### src/cmpo_pkg.sv
// Register map, field layout and timing constants of the comparator control block
package cmpo_pkg;

  // Register indices; byte address is four times the index
  localparam logic [9:0] IDX_STATUS_CONTROL = 10'h02f;
  localparam logic [9:0] IDX_AUX_CONTROL    = 10'h03a;
  localparam logic [9:0] IDX_ADC_CONTROL_B  = 10'h07b;

  localparam logic [7:0] RST_STATUS_CONTROL = 8'h80;
  localparam logic [7:0] RST_AUX_CONTROL    = 8'h00;
  localparam logic [7:0] RST_ADC_CONTROL_B  = 8'h00;

  // Status/control fields
  localparam int SC_DISABLE     = 7;
  localparam int SC_POS_BANK    = 6;
  localparam int SC_RESULT      = 5;
  localparam int SC_EVENT_FLAG  = 4;
  localparam int SC_IRQ_ENABLE  = 3;
  localparam int SC_CAPTURE_SEL = 2;
  localparam int SC_MODE_HI     = 1;
  localparam int SC_MODE_LO     = 0;

  // Auxiliary control fields; bit 7 is reserved and reads zero
  localparam int AX_PIN_OUT_EN  = 6;
  localparam int AX_HYST_EN     = 5;
  localparam int AX_POS_LOW     = 4;
  localparam int AX_WAKE_EN     = 3;
  localparam int AX_FILTER_EN   = 2;
  localparam int AX_WIDTH_HI    = 1;
  localparam int AX_WIDTH_LO    = 0;
  localparam logic [7:0] AX_WRITE_MASK = 8'h7f;

  // ADC control B fields
  localparam int AB_NEG_HIGH    = 5;
  localparam int AB_NEG_LOW     = 4;
  localparam int AB_TRIG_SEL    = 3;

  // Trigger modes
  localparam logic [1:0] MODE_BOTH     = 2'h0;
  localparam logic [1:0] MODE_RESERVED = 2'h1;
  localparam logic [1:0] MODE_FALL     = 2'h2;
  localparam logic [1:0] MODE_RISE     = 2'h3;

  // Filter step: one width code unit is 32 us at a 125 MHz clock
  localparam int CLK_MHZ        = 125;
  localparam int FILT_STEP_US   = 32;
  localparam int FILT_STEP_CYC  = FILT_STEP_US * CLK_MHZ;
  localparam int FILT_CNT_W     = 16;

endpackage

### src/cmpo_level_if.sv
// Carries the filtered comparator level from the filter to the edge detector
`timescale 1ns/1ns
interface cmpo_level_if;
  logic level;
  modport src (output level);
  modport snk (input level);
endinterface

### src/cmpo_filter.sv
// Digital stability filter on the synchronised comparator output
`timescale 1ns/1ns
module cmpo_filter
  import cmpo_pkg::*;
#(
  parameter int unsigned STEP_CYCLES = FILT_STEP_CYC
) (
  input  wire logic       pclk,
  input  wire logic       presetn,
  input  wire logic       raw,
  input  wire logic       enable,
  input  wire logic [1:0] width,
  cmpo_level_if.src       out
);

  // The widest window must still fit the counter
  if (STEP_CYCLES < 1 || STEP_CYCLES * 3 >= (1 << FILT_CNT_W)) begin : g_bad_step
    $error("cmpo_filter: STEP_CYCLES out of range");
  end

  logic [FILT_CNT_W-1:0] count;
  logic [FILT_CNT_W-1:0] limit;
  logic                  bypass;

  always_comb begin
    limit = FILT_CNT_W'(STEP_CYCLES * width);
  end
  assign bypass = !enable || (width == 2'h0);

  always_ff @(posedge pclk or negedge presetn) begin
    if (!presetn) begin
      count     <= '0;
      out.level <= 1'b0;
    end else if (bypass || raw == out.level) begin
      count     <= '0;
      out.level <= raw;
    end else if (count + 1'b1 >= limit) begin
      // Raw held its new level for the whole width
      count     <= '0;
      out.level <= raw;
    end else begin
      count <= count + 1'b1;
    end
  end

endmodule

### src/cmpo_edge.sv
// Edge detector that raises the trigger-mode event and any-edge activity pulses
`timescale 1ns/1ns
module cmpo_edge
  import cmpo_pkg::*;
(
  input  wire logic       pclk,
  input  wire logic       presetn,
  cmpo_level_if.snk       in,
  input  wire logic [1:0] mode,
  output logic            event_pulse,
  output logic            activity
);

  logic prev;
  logic rise;
  logic fall;

  assign rise = in.level && !prev;
  assign fall = !in.level && prev;

  always_ff @(posedge pclk or negedge presetn) begin
    if (!presetn) begin
      prev <= 1'b0;
    end else begin
      prev <= in.level;
    end
  end

  always_comb begin
    case (mode)
      MODE_BOTH:     event_pulse = rise || fall;
      MODE_FALL:     event_pulse = fall;
      MODE_RISE:     event_pulse = rise;
      MODE_RESERVED: event_pulse = 1'b0;
      default:       event_pulse = 1'b0;
    endcase
  end

  assign activity = rise || fall;

endmodule

### src/cmpo_control.sv
// Register file and control logic of the second analog comparator
`timescale 1ns/1ns

module cmpo_control
  import cmpo_pkg::*;
#(
  parameter int unsigned FILTER_STEP_CYCLES = FILT_STEP_CYC
) (
  input  wire logic        pclk,
  input  wire logic        presetn,
  input  wire logic        psel,
  input  wire logic        penable,
  input  wire logic        pwrite,
  input  wire logic [11:0] paddr,
  input  wire logic [31:0] pwdata,
  output logic      [31:0] prdata,
  output logic             pready,
  output logic             pslverr,
  input  wire logic        cmp_raw,
  input  wire logic        cmp0_result,
  input  wire logic        global_irq_enable,
  input  wire logic        irq_ack,
  output logic             irq,
  output logic             wake_req,
  output logic             adc_trigger,
  output logic             cmp_power_down,
  output logic             cmp_hyst_enable,
  output logic             cmp_pin_out_enable,
  output logic             cmp_pin_out,
  output logic             cmp_capture_select,
  output logic             pos_connect,
  output logic       [1:0] pos_select,
  output logic       [1:0] neg_select,
  output logic       [1:0] adc_trigger_source,
  output logic       [2:0] adc_auto_source
);

  // Register index decode, used by both read and write paths
  function automatic logic reg_hit(input logic [11:0] addr, input logic [9:0] idx);
    reg_hit = (addr[11:2] == idx) && (addr[1:0] == 2'h0);
  endfunction

  // Two-flop synchronisers for the asynchronous comparator outputs
  logic [1:0] sync_in;
  logic [1:0] sync_s1;
  logic [1:0] sync_s2;

  assign sync_in = {cmp0_result, cmp_raw};

  genvar gi;
  generate
    for (gi = 0; gi < 2; gi++) begin : g_sync
      always_ff @(posedge pclk or negedge presetn) begin
        if (!presetn) begin
          sync_s1[gi] <= 1'b0;
          sync_s2[gi] <= 1'b0;
        end else begin
          sync_s1[gi] <= sync_in[gi];
          sync_s2[gi] <= sync_s1[gi];
        end
      end
    end
  endgenerate

  // Register storage; the status register is kept field by field
  logic [7:0] status_control;
  logic [7:0] aux_control;
  logic [7:0] adc_control_b;
  logic       sc_disable;
  logic       sc_pos_bank;
  logic       sc_result;
  logic       sc_event_flag;
  logic       sc_irq_enable;
  logic       sc_capture_sel;
  logic [1:0] sc_mode;
  logic       sc_write;

  // Bus access qualifiers; the write lands on the edge that samples pready high
  logic access_done;
  logic wr_en;
  logic hit_sc;
  logic hit_ax;
  logic hit_ab;
  logic hit_any;

  assign access_done = psel && penable && pready;
  assign wr_en       = access_done && pwrite;
  assign hit_sc      = reg_hit(paddr, IDX_STATUS_CONTROL);
  assign hit_ax      = reg_hit(paddr, IDX_AUX_CONTROL);
  assign hit_ab      = reg_hit(paddr, IDX_ADC_CONTROL_B);
  assign hit_any     = hit_sc || hit_ax || hit_ab;

  // Filter and edge detection
  cmpo_level_if filt_level ();

  logic raw_gated;
  logic cmp_event;
  logic cmp_activity;

  // A powered-down comparator presents a steady low output
  assign raw_gated = sync_s2[0] && !status_control[SC_DISABLE];

  cmpo_filter #(
    .STEP_CYCLES (FILTER_STEP_CYCLES)
  ) u_filter (
    .pclk    (pclk),
    .presetn (presetn),
    .raw     (raw_gated),
    .enable  (aux_control[AX_FILTER_EN]),
    .width   (aux_control[AX_WIDTH_HI:AX_WIDTH_LO]),
    .out     (filt_level)
  );

  cmpo_edge u_edge (
    .pclk        (pclk),
    .presetn     (presetn),
    .in          (filt_level),
    .mode        (status_control[SC_MODE_HI:SC_MODE_LO]),
    .event_pulse (cmp_event),
    .activity    (cmp_activity)
  );

  // Status/control register: software fields, live result and sticky flag
  always_comb begin
    status_control                        = 8'h00;
    status_control[SC_DISABLE]            = sc_disable;
    status_control[SC_POS_BANK]           = sc_pos_bank;
    status_control[SC_RESULT]             = sc_result;
    status_control[SC_EVENT_FLAG]         = sc_event_flag;
    status_control[SC_IRQ_ENABLE]         = sc_irq_enable;
    status_control[SC_CAPTURE_SEL]        = sc_capture_sel;
    status_control[SC_MODE_HI:SC_MODE_LO] = sc_mode;
  end

  assign sc_write = wr_en && hit_sc;

  always_ff @(posedge pclk or negedge presetn) begin
    if (!presetn) begin
      sc_disable <= RST_STATUS_CONTROL[SC_DISABLE];
    end else if (sc_write) begin
      sc_disable <= pwdata[SC_DISABLE];
    end
  end

  always_ff @(posedge pclk or negedge presetn) begin
    if (!presetn) begin
      sc_pos_bank <= RST_STATUS_CONTROL[SC_POS_BANK];
    end else if (sc_write) begin
      sc_pos_bank <= pwdata[SC_POS_BANK];
    end
  end

  always_ff @(posedge pclk or negedge presetn) begin
    if (!presetn) begin
      sc_irq_enable <= RST_STATUS_CONTROL[SC_IRQ_ENABLE];
    end else if (sc_write) begin
      sc_irq_enable <= pwdata[SC_IRQ_ENABLE];
    end
  end

  always_ff @(posedge pclk or negedge presetn) begin
    if (!presetn) begin
      sc_capture_sel <= RST_STATUS_CONTROL[SC_CAPTURE_SEL];
    end else if (sc_write) begin
      sc_capture_sel <= pwdata[SC_CAPTURE_SEL];
    end
  end

  always_ff @(posedge pclk or negedge presetn) begin
    if (!presetn) begin
      sc_mode <= RST_STATUS_CONTROL[SC_MODE_HI:SC_MODE_LO];
    end else if (sc_write) begin
      sc_mode <= pwdata[SC_MODE_HI:SC_MODE_LO];
    end
  end

  always_ff @(posedge pclk or negedge presetn) begin
    if (!presetn) begin
      sc_result <= RST_STATUS_CONTROL[SC_RESULT];
    end else begin
      sc_result <= filt_level.level;
    end
  end

  // A new event wins over a clear in the same cycle
  always_ff @(posedge pclk or negedge presetn) begin
    if (!presetn) begin
      sc_event_flag <= RST_STATUS_CONTROL[SC_EVENT_FLAG];
    end else if (cmp_event) begin
      sc_event_flag <= 1'b1;
    end else if ((sc_write && pwdata[SC_EVENT_FLAG]) || irq_ack) begin
      sc_event_flag <= 1'b0;
    end
  end

  always_ff @(posedge pclk or negedge presetn) begin
    if (!presetn) begin
      aux_control <= RST_AUX_CONTROL;
    end else if (wr_en && hit_ax) begin
      aux_control <= pwdata[7:0] & AX_WRITE_MASK;
    end
  end

  always_ff @(posedge pclk or negedge presetn) begin
    if (!presetn) begin
      adc_control_b <= RST_ADC_CONTROL_B;
    end else if (wr_en && hit_ab) begin
      adc_control_b <= pwdata[7:0];
    end
  end

  // APB slave: no wait states, ready and read data registered
  always_ff @(posedge pclk or negedge presetn) begin
    if (!presetn) begin
      pready  <= 1'b0;
      pslverr <= 1'b0;
      prdata  <= 32'h0000_0000;
    end else if (psel && !penable && !pready) begin
      pready  <= 1'b1;
      pslverr <= !hit_any;
      if (pwrite || !hit_any) begin
        prdata <= 32'h0000_0000;
      end else if (hit_sc) begin
        prdata <= {24'h00_0000, status_control};
      end else if (hit_ax) begin
        prdata <= {24'h00_0000, aux_control};
      end else begin
        prdata <= {24'h00_0000, adc_control_b};
      end
    end else begin
      pready  <= 1'b0;
      pslverr <= 1'b0;
    end
  end

  // Interrupt request, held as a level
  always_ff @(posedge pclk or negedge presetn) begin
    if (!presetn) begin
      irq <= 1'b0;
    end else begin
      irq <= status_control[SC_EVENT_FLAG] && status_control[SC_IRQ_ENABLE]
             && global_irq_enable;
    end
  end

  // Wake request pulses on any filtered output transition
  always_ff @(posedge pclk or negedge presetn) begin
    if (!presetn) begin
      wake_req <= 1'b0;
    end else begin
      wake_req <= cmp_activity && aux_control[AX_WAKE_EN];
    end
  end

  // ADC auto-conversion trigger source; first comparator is taken as a level
  always_ff @(posedge pclk or negedge presetn) begin
    if (!presetn) begin
      adc_trigger <= 1'b0;
    end else if (adc_control_b[AB_TRIG_SEL]) begin
      adc_trigger <= filt_level.level;
    end else begin
      adc_trigger <= sync_s2[1];
    end
  end

  // Analog steering outputs, registered for glitch-free switching
  always_ff @(posedge pclk or negedge presetn) begin
    if (!presetn) begin
      cmp_power_down <= RST_STATUS_CONTROL[SC_DISABLE];
    end else begin
      cmp_power_down <= status_control[SC_DISABLE];
    end
  end

  always_ff @(posedge pclk or negedge presetn) begin
    if (!presetn) begin
      cmp_hyst_enable <= 1'b0;
    end else begin
      cmp_hyst_enable <= aux_control[AX_HYST_EN];
    end
  end

  always_ff @(posedge pclk or negedge presetn) begin
    if (!presetn) begin
      cmp_pin_out_enable <= 1'b0;
    end else begin
      cmp_pin_out_enable <= aux_control[AX_PIN_OUT_EN];
    end
  end

  always_ff @(posedge pclk or negedge presetn) begin
    if (!presetn) begin
      cmp_pin_out <= 1'b0;
    end else begin
      cmp_pin_out <= filt_level.level;
    end
  end

  always_ff @(posedge pclk or negedge presetn) begin
    if (!presetn) begin
      cmp_capture_select <= 1'b0;
    end else begin
      cmp_capture_select <= status_control[SC_CAPTURE_SEL];
    end
  end

  always_ff @(posedge pclk or negedge presetn) begin
    if (!presetn) begin
      pos_select <= 2'h0;
    end else begin
      pos_select <= {status_control[SC_POS_BANK], aux_control[AX_POS_LOW]};
    end
  end

  always_ff @(posedge pclk or negedge presetn) begin
    if (!presetn) begin
      pos_connect <= 1'b1;
    end else begin
      pos_connect <= !(status_control[SC_POS_BANK] && aux_control[AX_POS_LOW]);
    end
  end

  always_ff @(posedge pclk or negedge presetn) begin
    if (!presetn) begin
      neg_select <= 2'h0;
    end else begin
      neg_select <= adc_control_b[AB_NEG_HIGH:AB_NEG_LOW];
    end
  end

  always_ff @(posedge pclk or negedge presetn) begin
    if (!presetn) begin
      adc_trigger_source <= 2'h0;
    end else begin
      adc_trigger_source <= adc_control_b[7:6];
    end
  end

  always_ff @(posedge pclk or negedge presetn) begin
    if (!presetn) begin
      adc_auto_source <= 3'h0;
    end else begin
      adc_auto_source <= adc_control_b[2:0];
    end
  end

endmodule

### config.mk
export PLATFORM = sky130hd
export DESIGN_NAME = cmpo_control
export DESIGN_NICKNAME = d
export VERILOG_FILES = /design/src/cmpo_pkg.sv /design/src/cmpo_level_if.sv /design/src/cmpo_filter.sv /design/src/cmpo_edge.sv /design/src/cmpo_control.sv
export SDC_FILE = /design/constraint.sdc
export NUM_CORES = 1
export LEC_CHECK = 0
export BUFFER_PORTS_ARGS = -buffer_cell sky130_fd_sc_hd__buf_2
export CAP_MARGIN = 10
export CELL_PAD_IN_SITES_DETAIL_PLACEMENT = 2
export CELL_PAD_IN_SITES_GLOBAL_PLACEMENT = 2
export CORE_AREA = 2 2 107 109
export DETAILED_ROUTE_END_ITERATION = 10
export DIE_AREA = 0 0 109 111
export PLACE_DENSITY_LB_ADDON = 0.1
export SYNTH_ARGS = -nofsm -noshare
export SYNTH_HDL_FRONTEND = slang
export SYNTH_HIERARCHICAL = 1
export SYNTH_SLANG_ARGS = --single-unit
### constraint.sdc
create_clock -name pclk -period 3.25 [get_ports pclk]
set_input_delay 0 -clock pclk [delete_from_list [all_inputs] [get_ports pclk]]
set_output_delay 0 -clock pclk [all_outputs]
set_load 0.005 [all_outputs]
; After elaboration in Yosys (flattened, before gate mapping)
; Index checks and enable logic that the tools add are counted.
[word_totals]
register_bits = 95
latch_bits = 0
ramBits = 0
mem_bits_ro = 0
input_bits = 53
output_inout_bits = 52
wordCells = 92
mem_count = 0
[op_classes]
addsub = 1
multipliers = 1
div_mod_pow = 0
n_lt_le_gt_ge = 1
n_eq_ne = 7
n_shift = 0
muxes = 13
bitwise_logic = 0
reduce_logical = 39
[ops]
columns = op, n
row1 = $mux 32, 2
row2 = $mux 16, 2
row3 = $eq 10x6->1 const B, 2
row4 = $logic_and 1x1->1, 19
row5 = $add 16x1->16 const B, 1
row6 = $ge 16x14->1, 1
row7 = $eq 10x7->1 const B, 1
row8 = $mul 7x2->9 const A, 1
row9 = $logic_not 1->1, 8
row10 = $mux 8, 1
row11 = $logic_or 1x1->1, 7
row12 = $mux 1, 7
row13 = $logic_not 2->1, 3
row14 = $eq 2x2->1 const B, 2
row15 = $pmux 1 s4, 1
row16 = $reduce_bool 2->1, 2
row17 = $eq 2x1->1 const B, 1
row18 = $eq 1x1->1, 1

; Depth between registers and ports, before layout
; Gate-level depths: netlist (run 1).
[logic_depth]
depth_word = 8
depth_mapped = 11
mapped_depth_nobuf = 10

; Hierarchy
; Netlist (run 1), hierarchy kept.
[modules_own_cells]
columns = mod, n_inst, cells_per_inst, area_each_um2, seq_area_each_um2
row1 = cmpo_control, 1, 173, 2319.7, 1355.0
row2 = cmpo_filter, 1, 112, 1152.4, 425.4
row3 = cmpo_edge, 1, 10, 91.3, 25.0

; Worst setup path before layout (run 1)
; Ideal clock, no wire load.
[synth_path]
path_type = register -> register
startpoint = register u_filter.count[2]
endpoint = register u_filter.out.level
setup_ns = 0.125
arrival_ns = 2.602
required_time_ns = 3.125
setup_slack_ns = 0.523
path_stages_with_launch = 11
n_path_buf = 0
period_less_slack_ns = 2.727
cell_sequence = dfrtp_1 and4_4 nand3_4 nor3_1 xor2_1 ha_1 nand4_1 o22ai_1 a2111oi_2 nand4_4 mux2_4
[synth_via]
elab_chain_len = 3
[synth_rtl]
columns = item, line_no
row1 = from (decl), cmpo_filter.sv:21  ; logic [FILT_CNT_W-1:0] count;
row2 = from (signal assigned), cmpo_filter.sv:42  ; count <= count + 1'b1;
row3 = $add 16x1->16, cmpo_filter.sv:37  ; end else if (count + 1'b1 >= limit) begin
row4 = $ge 16x14->1, cmpo_filter.sv:37
row5 = $reduce_bool 2->1 (no line), -
row6 = to (signal assigned), cmpo_filter.sv:36  ; out.level <= raw;
row7 = to (signal assigned), cmpo_filter.sv:40  ; out.level <= raw;
row8 = to (decl), cmpo_level_if.sv:5  ; modport src (output level);
; No other way between the ends.
; A chain may end at the register's enable or synchronous reset.

; Final worst setup path (run 1)
[layout_path]
startpoint = register u_filter.count[3]
endpoint = register u_filter.count[6]
[layout_via]
elab_chain_len = 4
[layout_rtl]
columns = item, line_no
row1 = $add 16x1->16 (*), "cmpo_filter.sv:37, cmpo_filter.sv:42"
row2 = $ge 16x14->1, cmpo_filter.sv:37
row3 = $mux 16 (*), cmpo_filter.sv:37
row4 = $mux 16 (*), cmpo_filter.sv:34  ; end else if (bypass || raw == out.level) begin
; Every way passes the cells marked *; elsewhere a longest branch is shown, timed or not.

==> results of run 1 <==
## placed cells by master, fill, tap and decap left out, types with 2 or more instances in the layout
cell	netlist	layout
dfstp_2	3	3
o22ai_1	8	8
nor2b_2	4	4
ha_1	15	15
nand3_1	7	7
o31ai_2	8	8
mux2_4	9	9
buf_4	25	5
nor2b_1	9	9
o21ai_0	2	2
nand2_1	20	20
a21oi_1	4	4
and2_1	3	3
xor2_1	6	6
mux2_2	14	14
nor2_2	7	7
clkbuf_8	0	2
nor2_1	15	15
and3_1	2	2
nand4_1	7	7
nor3_1	3	3
conb_1	2	26
clkinv_4	0	2
and3b_1	2	2
clkbuf_16	0	9
nand2b_1	2	2
buf_2	1	55
xnor2_1	9	9
dlygate4sd3_1	0	13
inv_1	14	14
nor4b_4	2	2
dfrtp_1	69	69
## report_power, final
part / switching (mW) / leakage (nW) / total, mW / internal (mW)
Combinational: 0.0547 / 1.04 / 0.0925 / 0.0378
Sequential: 0.00656 / 0.967 / 0.913 / 0.906
Clock: 0.384 / 0.142 / 0.947 / 0.562
Total: 0.446 / 2.15 / 1.95 / 1.51
## path summary, 6_finish.rpt
check / end / slack (ns) / cells after the start
setup / recovery: u_filter/count[6] / 0.28 / 11
hold / removal: pslverr / 0.06 / 5
setup reg to reg: u_filter/count[6] / 0.28 / 11
hold reg to reg: sync_s2[1] / 0.35 / 0
max in group asynchronous: sc_mode[0] / 2.27 / 2
min in group asynchronous: u_filter/count[6] / 0.35 / 2
## what timing repair did
action	CTS	global route
gates resized for setup	0	1
endpoints found under the setup margin	0	2
endpoints found under the hold margin	94	0
hold buffers	13	0
## synth_stat cells, types with 3 or more instances
cell type / number
a21oi_1: 4
and2_1: 3
buf_4: 25
dfrtp_1: 69
dfstp_2: 3
ha_1: 15
inv_1: 14
mux2_2: 14
mux2_4: 9
nand2_1: 20
nand3_1: 7
nand4_1: 7
nor2_1: 15
nor2_2: 7
nor2b_1: 9
nor2b_2: 4
nor3_1: 3
o22ai_1: 8
o31ai_2: 8
xnor2_1: 9
xor2_1: 6
## cell type report
cell class                 instances  area [sq um]
tap                              143         178.9
multi-input combinational        204          1589
clock buffer                      11         252.7
inverter                          14         52.55
fill                            1157          6716
clock inverter                     5         38.79
timing repair buffer              73         442.9
sequential                        72          1805
## worst min-delay path, cell delays in order
cell and delay [ns]:
buf_2 0.10, nor4b_4 0.06, nand3_2 0.07, nor2_1 0.04, nor2_1 0.08
## cell families after synthesis
logic type                 Yosys count  synth area share
and+or+nand+nor                     97            0.1770
DFF                                 72            0.5067
buffers and inverters               43           0.07619
AOI/OAI and AO/OA                   28           0.06636
muxes                               23           0.08216
adders and majority gates           15           0.05267
xor gates and xnor gates            15           0.03687
other                                2          0.002108
## flip-flops by register name, summed over array words and instances, names as in the netlist, 2 cells and up
name	cells
u_filter/count	16
adc_control_b	8
prdata	8
aux_control	7
adc_auto_source	3
adc_trigger_source	2
neg_select	2
pos_select	2
sc_mode	2
sync_s1	2
sync_s2	2
## metal layers
layer | up-vias | wire [um]
li1 | 1124 | -
met1 | 1227 | 3939
met2 | 57 | 3962
met3 | 5 | 321
met4 | 0 | 81
met5 | - | 0
## per-stage QoR
stage | hold WS (ns) | area, sq um
final | 0.05999 | 4360
after global routing | 0.09500 | 4360
after CTS | 0.05825 | 4348
after detailed placement | 0.1155 | 3926
after global placement | 0.1126 | 3926
after floorplan | -0.2956 | 3654
==> impl_metrics.env, run 1 <==
export IMPL_tritoncts="done"
export IMPL_grtUsageMet1=0.2028
export IMPL_hp_start="paddr[9]"
export IMPL_dp_hpwl_um=5943
export IMPL_cts_htree_levels=3
export IMPL_detail_route_antenna_nets=0
export IMPL_power_density_nw_per_um2=447.6
export IMPL_ys_warn_count=6
export IMPL_wl_um=8305
export IMPL_critPathLaunchType="flop"
export IMPL_die_y_um=111
export IMPL_slew_viol_final=0
export IMPL_wire_per_inst_um=15.91
export IMPL_area_growth_synth_to_final_pct=22.37
export IMPL_tns_ns=0
export IMPL_met3_usage=0.03939
export IMPL_clk_insertion_delay_late_ns=0.33
export IMPL_utilization=0.3937
export IMPL_ys_async_sr_fraction=1.000
export IMPL_drcViolationCount=0
export IMPL_cp_cell_sequence="and4_4 > nand3_4 > nor3_1 > xor2_1 > ha_1 > nand4_1 > o22ai_1 > a2111oi_4 > nand4_4 > buf_4 > nor2b_1"
export IMPL_drt_iter0_drc=59
export IMPL_finalSetupViolCount=0
export IMPL_via_per_inst=4.623
export IMPL_crit_slowest_cell="dfrtp_1"
export IMPL_synth_edf_count=0
export IMPL_antennaDiodeCount=0
export IMPL_worst_slack_ns=0.2782
export IMPL_crit_required_ns=3.50
export IMPL_antenna_found_initial=0
export IMPL_crit_reg2reg_launch="u_filter/count[3]"
export IMPL_dieWidth_um=109
export IMPL_leakage_nw=2.150
export IMPL_grt_pass1_vias=2620
export IMPL_cp_slowest_stage_delay_ns=0.45
export IMPL_netlist_instances=295
export IMPL_drtPass1Iterations=3
export IMPL_worstSetupPathType="reg2reg"
export IMPL_rsz0062_at_grt="no"
export IMPL_clock_path_buffers=2
export IMPL_cts_made_buffers=9
export IMPL_core_area_sq_um=11080
export IMPL_worstPathArrival_ns=3.22
export IMPL_status="completed"
export IMPL_dp_slack_ns=0.2112
export IMPL_gp_congestion=0.7617
export IMPL_die_area_sq_um=12100
export IMPL_io_pins=105
export IMPL_ys_types=50
export IMPL_cts_sinks=72
export IMPL_synth_ff_latch_count=72
export IMPL_cp_end_kind="flop"
export IMPL_cts_root_buf="clkbuf_16"
export IMPL_min_period_over_period=0.9144
export IMPL_via_count=2413
export IMPL_final_hold_violation_count=0
export IMPL_synth_top_area_frac=0.4846
export IMPL_slew_headroom=0.3688
export IMPL_num_rows=39
export IMPL_seq_area_frac_synth=0.5067
export IMPL_ys_flop_type="dfrtp_1"
export IMPL_critPathTopFamily="simple AND/OR/NAND/NOR gates"
export IMPL_cp_num_buf_inv=1
export IMPL_placed_cells=493
export IMPL_cts_setup_buffers=0
export IMPL_synth_area_leader_cell="dfrtp_1"
export IMPL_startpoint="u_filter/count[3]"
export IMPL_clock_skew_ns=0.005331
export IMPL_top_usage_layer="met2"
export IMPL_grt_pass1_wl_um=13520
export IMPL_max_cap_violations=0
export IMPL_start_util=0.3217
export IMPL_nets=442
export IMPL_grt_max_degree=73
export IMPL_crit_fanout=14
export IMPL_netlist_area_sq_um=3563
export IMPL_design_power_total_mw=1.952
export IMPL_yosys_top_cells_area="dfrtp_1, buf_4, ha_1"
export IMPL_post_route_min_period_ns=2.972
export IMPL_irDropWorstVdd_v=0.0002531
export IMPL_fmax_ghz=0.3365
export IMPL_drive_gt1_frac=0.3456
export IMPL_synth_area_per_cell_sq_um=12.08
export IMPL_grt_overflow_total=0
export IMPL_final_cells=522
export IMPL_worstHoldPathType="in2reg"
export IMPL_clkSlewWorstSetupHoldPaths_ns=0.06
export IMPL_max_slew_worst_pin_slew_ns=0.9468
export IMPL_numPortBuffers=56
export IMPL_grt_use_total=0.1476
export IMPL_use_met2=0.2298
(Power assumes the default switching activity.)
==> inputs of run 2 (changes only) <==
--- a/config.mk
+++ b/config.mk
@@ -17,3 +17,4 @@
 export SYNTH_HDL_FRONTEND = slang
 export SYNTH_HIERARCHICAL = 1
 export SYNTH_SLANG_ARGS = --single-unit
+export TNS_END_PERCENT = 20
==> constraint.sdc (replaced) <==
create_clock -name pclk -period 3.25 [get_ports pclk]
set_input_delay 0.8125 -clock pclk [delete_from_list [all_inputs] [get_ports pclk]]
set_output_delay 0.8125 -clock pclk [all_outputs]
set_load 0.005 [all_outputs]
==> run 2 against run 1 <==
Count of clock-buffer cells in the layout is the same. Utilization decreased by 0.84 points. Critical path type unchanged. Non-clock buffer count down 11. Sequential power barely moved. Flip-flop and latch count unchanged. Cell count shrank 2.1%. Highest routed layer unchanged. Cell area is 2.1% lower.
==> impl_metrics.env, run 2 (synthesis gave the netlist of run 1 again) <==
export IMPL_hold_ws_ns=0.3500
export IMPL_cp_slowest_stage_delay_ns=0.44
export IMPL_worstHoldPathType="reg2reg"
export IMPL_clk_insertion_delay_late_ns=0.32
export IMPL_wl_um=8258
export IMPL_detail_route_antenna_nets=0
export IMPL_worstPathArrival_ns=3.23
export IMPL_wire_per_inst_um=16.16
export IMPL_core_area_sq_um=11080
export IMPL_cts_made_buffers=9
export IMPL_grt_max_degree=73
export IMPL_area_growth_synth_to_final_pct=19.77
export IMPL_design_power_total_mw=2.037
export IMPL_numPortBuffers=56
export IMPL_antenna_found_initial=0
export IMPL_die_y_um=111
export IMPL_dieWidth_um=109
export IMPL_slew_headroom=0.3671
export IMPL_tns_ns=0
export IMPL_post_route_min_period_ns=2.979
export IMPL_max_slew_worst_pin_slew_ns=0.9494
export IMPL_rsz0062_at_grt="no"
export IMPL_clkSlewWorstSetupHoldPaths_ns=0.05
export IMPL_cp_num_buf_inv=2
export IMPL_layout_common_cells="dfrtp_1, buf_2, conb_1"
export IMPL_status="completed"
export IMPL_grt_use_total=0.1458
export IMPL_dp_hpwl_um=5926
export IMPL_drtPass1Iterations=4
export IMPL_crit_required_ns=3.50
export IMPL_cts_sinks=72
export IMPL_start_util=0.3217
export IMPL_critPathTopFamily="simple AND/OR/NAND/NOR gates"
export IMPL_via_count=2386
export IMPL_power_density_nw_per_um2=477.3
export IMPL_crit_top_cell="buf_4"
export IMPL_cp_end_kind="flop"
export IMPL_cts_root_buf="clkbuf_16"
export IMPL_crit_slowest_cell="dfrtp_1"
export IMPL_nets=431
export IMPL_via_per_inst=4.669
export IMPL_cts_htree_levels=3
export IMPL_max_cap_violations=0
export IMPL_clock_skew_ns=0.006251
export IMPL_largest_reg_flops=16
export IMPL_reg_top3="u_filter/count x16, adc_control_b x8, prdata x8"
export IMPL_irDropWorstVdd_v=0.0001996
export IMPL_final_hold_violation_count=0
export IMPL_grt_pass1_wl_um=13500
export IMPL_fmax_ghz=0.3357
export IMPL_antennaDiodeCount=0
export IMPL_grt_overflow_total=0
export IMPL_grt_pass1_vias=2615
export IMPL_drive_gt1_frac=0.3560
export IMPL_final_common_cell="dfrtp_1"
export IMPL_min_period_over_period=0.9167
export IMPL_critPathLaunchType="flop"
export IMPL_drt_iter0_drc=54
export IMPL_num_rows=39
export IMPL_crit_fanout=14
export IMPL_cp_cell_sequence="and4_4 > nand3_4 > nor3_1 > xor2_1 > buf_4 > ha_1 > nand4_1 > o22ai_1 > a2111oi_4 > nand4_4 > buf_4 > nor2b_1"
export IMPL_die_area_sq_um=12100
export IMPL_slew_viol_final=0
export IMPL_finalSetupViolCount=0
export IMPL_tritoncts="done"
export IMPL_io_pins=105
export IMPL_worstSetupPathType="reg2reg"
export IMPL_top_register="u_filter/count"
export IMPL_postCtsHoldBufs=0
export IMPL_drcViolationCount=0
export IMPL_clock_path_buffers=2
export IMPL_leakage_nw=2.113
export IMPL_gp_congestion=0.7433
## run 2: final timing paths
check                             startpoint           endpoint  slack, ns  cells past startpoint
setup / recovery           u_filter/count[3]  u_filter/count[6]       0.27                     12
max in group asynchronous            presetn          prdata[6]       2.00                      1
setup reg to reg           u_filter/count[3]  u_filter/count[6]       0.27                     12
hold / removal                    sync_s1[0]         sync_s2[0]       0.35                      0
hold reg to reg                   sync_s1[0]         sync_s2[0]       0.35                      0
min in group asynchronous            presetn  u_filter/count[0]       0.59                      1
## run 2: worst register-to-register path, stage by stage (launching register included)
cell,delay (ns)
dfrtp_1,0.44
and4_4,0.29
nand3_4,0.12
nor3_1,0.28
xor2_1,0.11
buf_4,0.15
ha_1,0.33
nand4_1,0.14
o22ai_1,0.14
a2111oi_4,0.40
nand4_4,0.15
buf_4,0.24
nor2b_1,0.13
## run 2: stage by stage
| step | instance area [sq um] | setup WS (ns) | std cells | utilization |
|---|---|---|---|---|
| after floorplan | 3654 | 0.5232 | 319 | - |
| after global placement | 3934 | 0.2231 | 494 | 0.3551 |
| after detailed placement | 3934 | 0.09441 | 494 | 0.3551 |
| after CTS | 4248 | 0.1028 | 510 | 0.3835 |
| after global routing | 4268 | 0.04640 | 511 | 0.3853 |
| final | 4268 | 0.2708 | 511 | 0.3853 |
## run 2: cell type report
| cell class | count | area, sq um |
|---|---|---|
| multi-input cells | 204 | 1589 |
| inverters | 14 | 52.55 |
| clock buffers | 11 | 232.7 |
| flip-flops and latches | 72 | 1805 |
| repair buffers | 62 | 327.8 |
| clock inverters | 5 | 81.33 |
| well taps | 143 | 178.9 |
| fillers | 1169 | 6809 |
## run 2: power by group
group          internal [mW]  total (mW)  switching (mW)  leakage (nW)
combinational         0.0277      0.0809          0.0533         0.996
clock                  0.674        1.04           0.370         0.150
sequential             0.906       0.913         0.00647         0.967
## run 2: per-layer routing
layer  share of wire  GRT usage
met1            0.47     0.2038
met2            0.49     0.2228
met3           0.041    0.03410
met4          0.0082    0.04530
met5               0          0
## run 2: repair_timing
action                                  CTS  global route
endpoints found under the setup margin    0            15
resized for setup                         0             1
setup buffers                             0             1
==> inputs of run 3 (changes only) <==
--- a/config.mk
+++ b/config.mk
@@ -9,9 +9,9 @@
 export CAP_MARGIN = 10
 export CELL_PAD_IN_SITES_DETAIL_PLACEMENT = 2
 export CELL_PAD_IN_SITES_GLOBAL_PLACEMENT = 2
-export CORE_AREA = 2 2 107 109
+export CORE_AREA = 2 2 112 114
 export DETAILED_ROUTE_END_ITERATION = 10
-export DIE_AREA = 0 0 109 111
+export DIE_AREA = 0 0 114 116
 export PLACE_DENSITY_LB_ADDON = 0.1
 export SYNTH_ARGS = -nofsm -noshare
 export SYNTH_HDL_FRONTEND = slang
==> constraint.sdc (replaced) <==
create_clock -name pclk -period 2.56 [get_ports pclk]
set_input_delay 0.64 -clock pclk [delete_from_list [all_inputs] [get_ports pclk]]
set_output_delay 0.64 -clock pclk [all_outputs]
set_load 0.005 [all_outputs]
==> run 3 against run 2 <==
The flow now finishes with violations (setup timing). Global-route usage decreased by 0.12 points. Combinational power increased by 36%. Critical path depth decreased by 1. Critical path type unchanged. Largest cell class unchanged. Highest routed layer unchanged.
==> impl_metrics.env, run 3 (synthesis gave the netlist of run 1 again) <==
export IMPL_clk_insertion_delay_late_ns=0.33
export IMPL_fmax_ghz=0.3645
export IMPL_rsz0062_at_grt="yes"
export IMPL_crit_fanout=4
export IMPL_use_met2=0.2524
export IMPL_dp_hpwl_um=6495
export IMPL_met3_usage=0.04079
export IMPL_die_y_um=116
export IMPL_critPathLaunchType="flop"
export IMPL_cts_made_buffers=9
export IMPL_leakage_nw=2.348
export IMPL_power_density_nw_per_um2=522.9
export IMPL_core_area_sq_um=11910
export IMPL_nets=471
export IMPL_rrSetupSlack_ns=-0.18
export IMPL_antenna_found_initial=0
export IMPL_grt_max_degree=39
export IMPL_postCtsHoldBufs=0
export IMPL_worst_slack_ns=-0.1834
export IMPL_cp_slowest_stage_delay_ns=0.35
export IMPL_final_common_cell="dfrtp_1"
export IMPL_finalSetupViolCount=15
export IMPL_via_count=2502
export IMPL_worstHoldPathType="in2async"
export IMPL_min_period_over_period=1.072
export IMPL_reg_top3="u_filter/count x16, adc_control_b x8, prdata x8"
export IMPL_grt_pass1_wl_um=14410
export IMPL_drtPass1Iterations=4
export IMPL_max_cap_violations=0
export IMPL_top_usage_layer="met2"
export IMPL_wire_per_inst_um=16.49
export IMPL_worstSetupPathType="reg2reg"
export IMPL_final_cells=555
export IMPL_status="finished with violations"
export IMPL_placed_cells=526
export IMPL_dieWidth_um=114
export IMPL_layout_common_cells="dfrtp_1, buf_2, buf_4"
export IMPL_gp_congestion=0.7095
export IMPL_largest_reg_flops=16
export IMPL_grtUsageMet1=0.1732
export IMPL_wl_um=9153
export IMPL_max_slew_worst_pin_slew_ns=0.5155
export IMPL_r2r_end="u_filter/out.level"
export IMPL_grt_use_total=0.1446
export IMPL_cts_sinks=72
export IMPL_slew_viol_final=0
export IMPL_drive_gt1_frac=0.4583
export IMPL_cts_htree_levels=3
export IMPL_cts_root_buf="clkbuf_16"
export IMPL_crit_reg2reg_launch="u_filter/count[3]"
export IMPL_drcViolationCount=0
export IMPL_clock_path_buffers=2
export IMPL_detail_route_antenna_nets=0
export IMPL_clkSlewWorstSetupHoldPaths_ns=0.06
export IMPL_die_area_sq_um=13220
export IMPL_final_hold_violation_count=0
export IMPL_num_rows=40
export IMPL_post_route_min_period_ns=2.743
export IMPL_irDropWorstVdd_v=0.0002757
export IMPL_numPortBuffers=56
export IMPL_cp_cell_sequence="and4_4 > nand3_4 > nor3_4 > xor2_2 > ha_1 > nand4_1 > buf_4 > nor2_4 > a2111oi_4 > nand4_4 > mux2_4"
export IMPL_clock_skew_ns=0.006214
export IMPL_drt_iter0_drc=62
export IMPL_grt_pass1_vias=2676
export IMPL_cp_end_kind="flop"
export IMPL_via_per_inst=4.508
export IMPL_violations="setup timing"
export IMPL_start_util=0.2992
export IMPL_io_pins=105
export IMPL_utilization=0.3904
export IMPL_worstPathArrival_ns=2.96
export IMPL_antennaDiodeCount=0
export IMPL_slew_headroom=0.6564
export IMPL_reg2reg_depth=11
export IMPL_top_register="u_filter/count"
export IMPL_crit_required_ns=2.78
export IMPL_tritoncts="done"
export IMPL_hold_ws_ns=0.2724
export IMPL_crit_slowest_cell="dfrtp_1"
export IMPL_grt_overflow_total=0
export IMPL_area_growth_synth_to_final_pct=30.51
[run 3: repair_timing]
action | 4_1_cts | 5_1_grt
pin swaps | 2 | 17
buffers inserted | 5 | 8
gates resized for setup | 7 | 15
endpoints found under the setup margin | 15 | 15
hold endpoints to repair | 0 | 0
[run 3: worst max-delay path: cells and delay by family (launching register included)]
family	cells	cell delay (ns)
simple gates	6	1.00
flops	1	0.35
compound gates	1	0.33
mux	1	0.32
fa+ha+maj	1	0.29
xor+xnor	1	0.20
buf+inv	1	0.15
[run 3: power by group]
group / switching [mW] / internal, mW
Clock: 0.458 / 0.706
Combinational: 0.0690 / 0.0408
Sequential: 0.00761 / 1.15
[run 3: how the worst max path moves through the flow]
stage	startpoint	to	slack (ns)	cells after the start
2_1_floorplan	u_filter/count[2]	u_filter/out.level	0.001	10
3_3_place_gp	u_filter/count[5]	u_filter/out.level	-0.10	10
3_5_place_dp	u_filter/count[0]	u_filter/count[9]	-0.19	11
4_1_cts	u_filter/count[5]	u_filter/count[9]	-0.09	12
5_1_grt	u_filter/count[9]	u_filter/out.level	-0.35	11
6_report	u_filter/count[3]	u_filter/out.level	-0.18	11
[run 3: area by class of cell]
| cell class | count | area, sq um |
|---|---|---|
| fill | 1254 | 7261 |
| multi-input combinational | 204 | 1695 |
| sequential | 72 | 1805 |
| inverter | 14 | 52.55 |
| clock inverter | 3 | 17.52 |
| tap | 147 | 183.9 |
| clock buffer | 13 | 260.3 |
| timing repair buffer | 102 | 635.6 |
[run 3: routing by layer]
layer,wire length (um),vias up,part of all wire
met4,121,0,0.013
met5,0,-,0
met2,4741,50,0.52
met3,362,8,0.040
met1,3928,1256,0.43
li1,-,1188,-
[run 3: through the flow]
stage	setup TNS, ns	area, sq um	power (mW)	worst slack [ns]
2_1_floorplan	0	3671	1.242	0.0009714
3_3_place_gp	-0.7086	4167	1.288	-0.1045
3_5_place_dp	-1.938	4167	1.291	-0.1891
4_1_cts	-0.7131	4512	2.479	-0.09200
5_1_grt	-4.485	4651	2.540	-0.3467
6_report	-1.720	4651	2.432	-0.1834
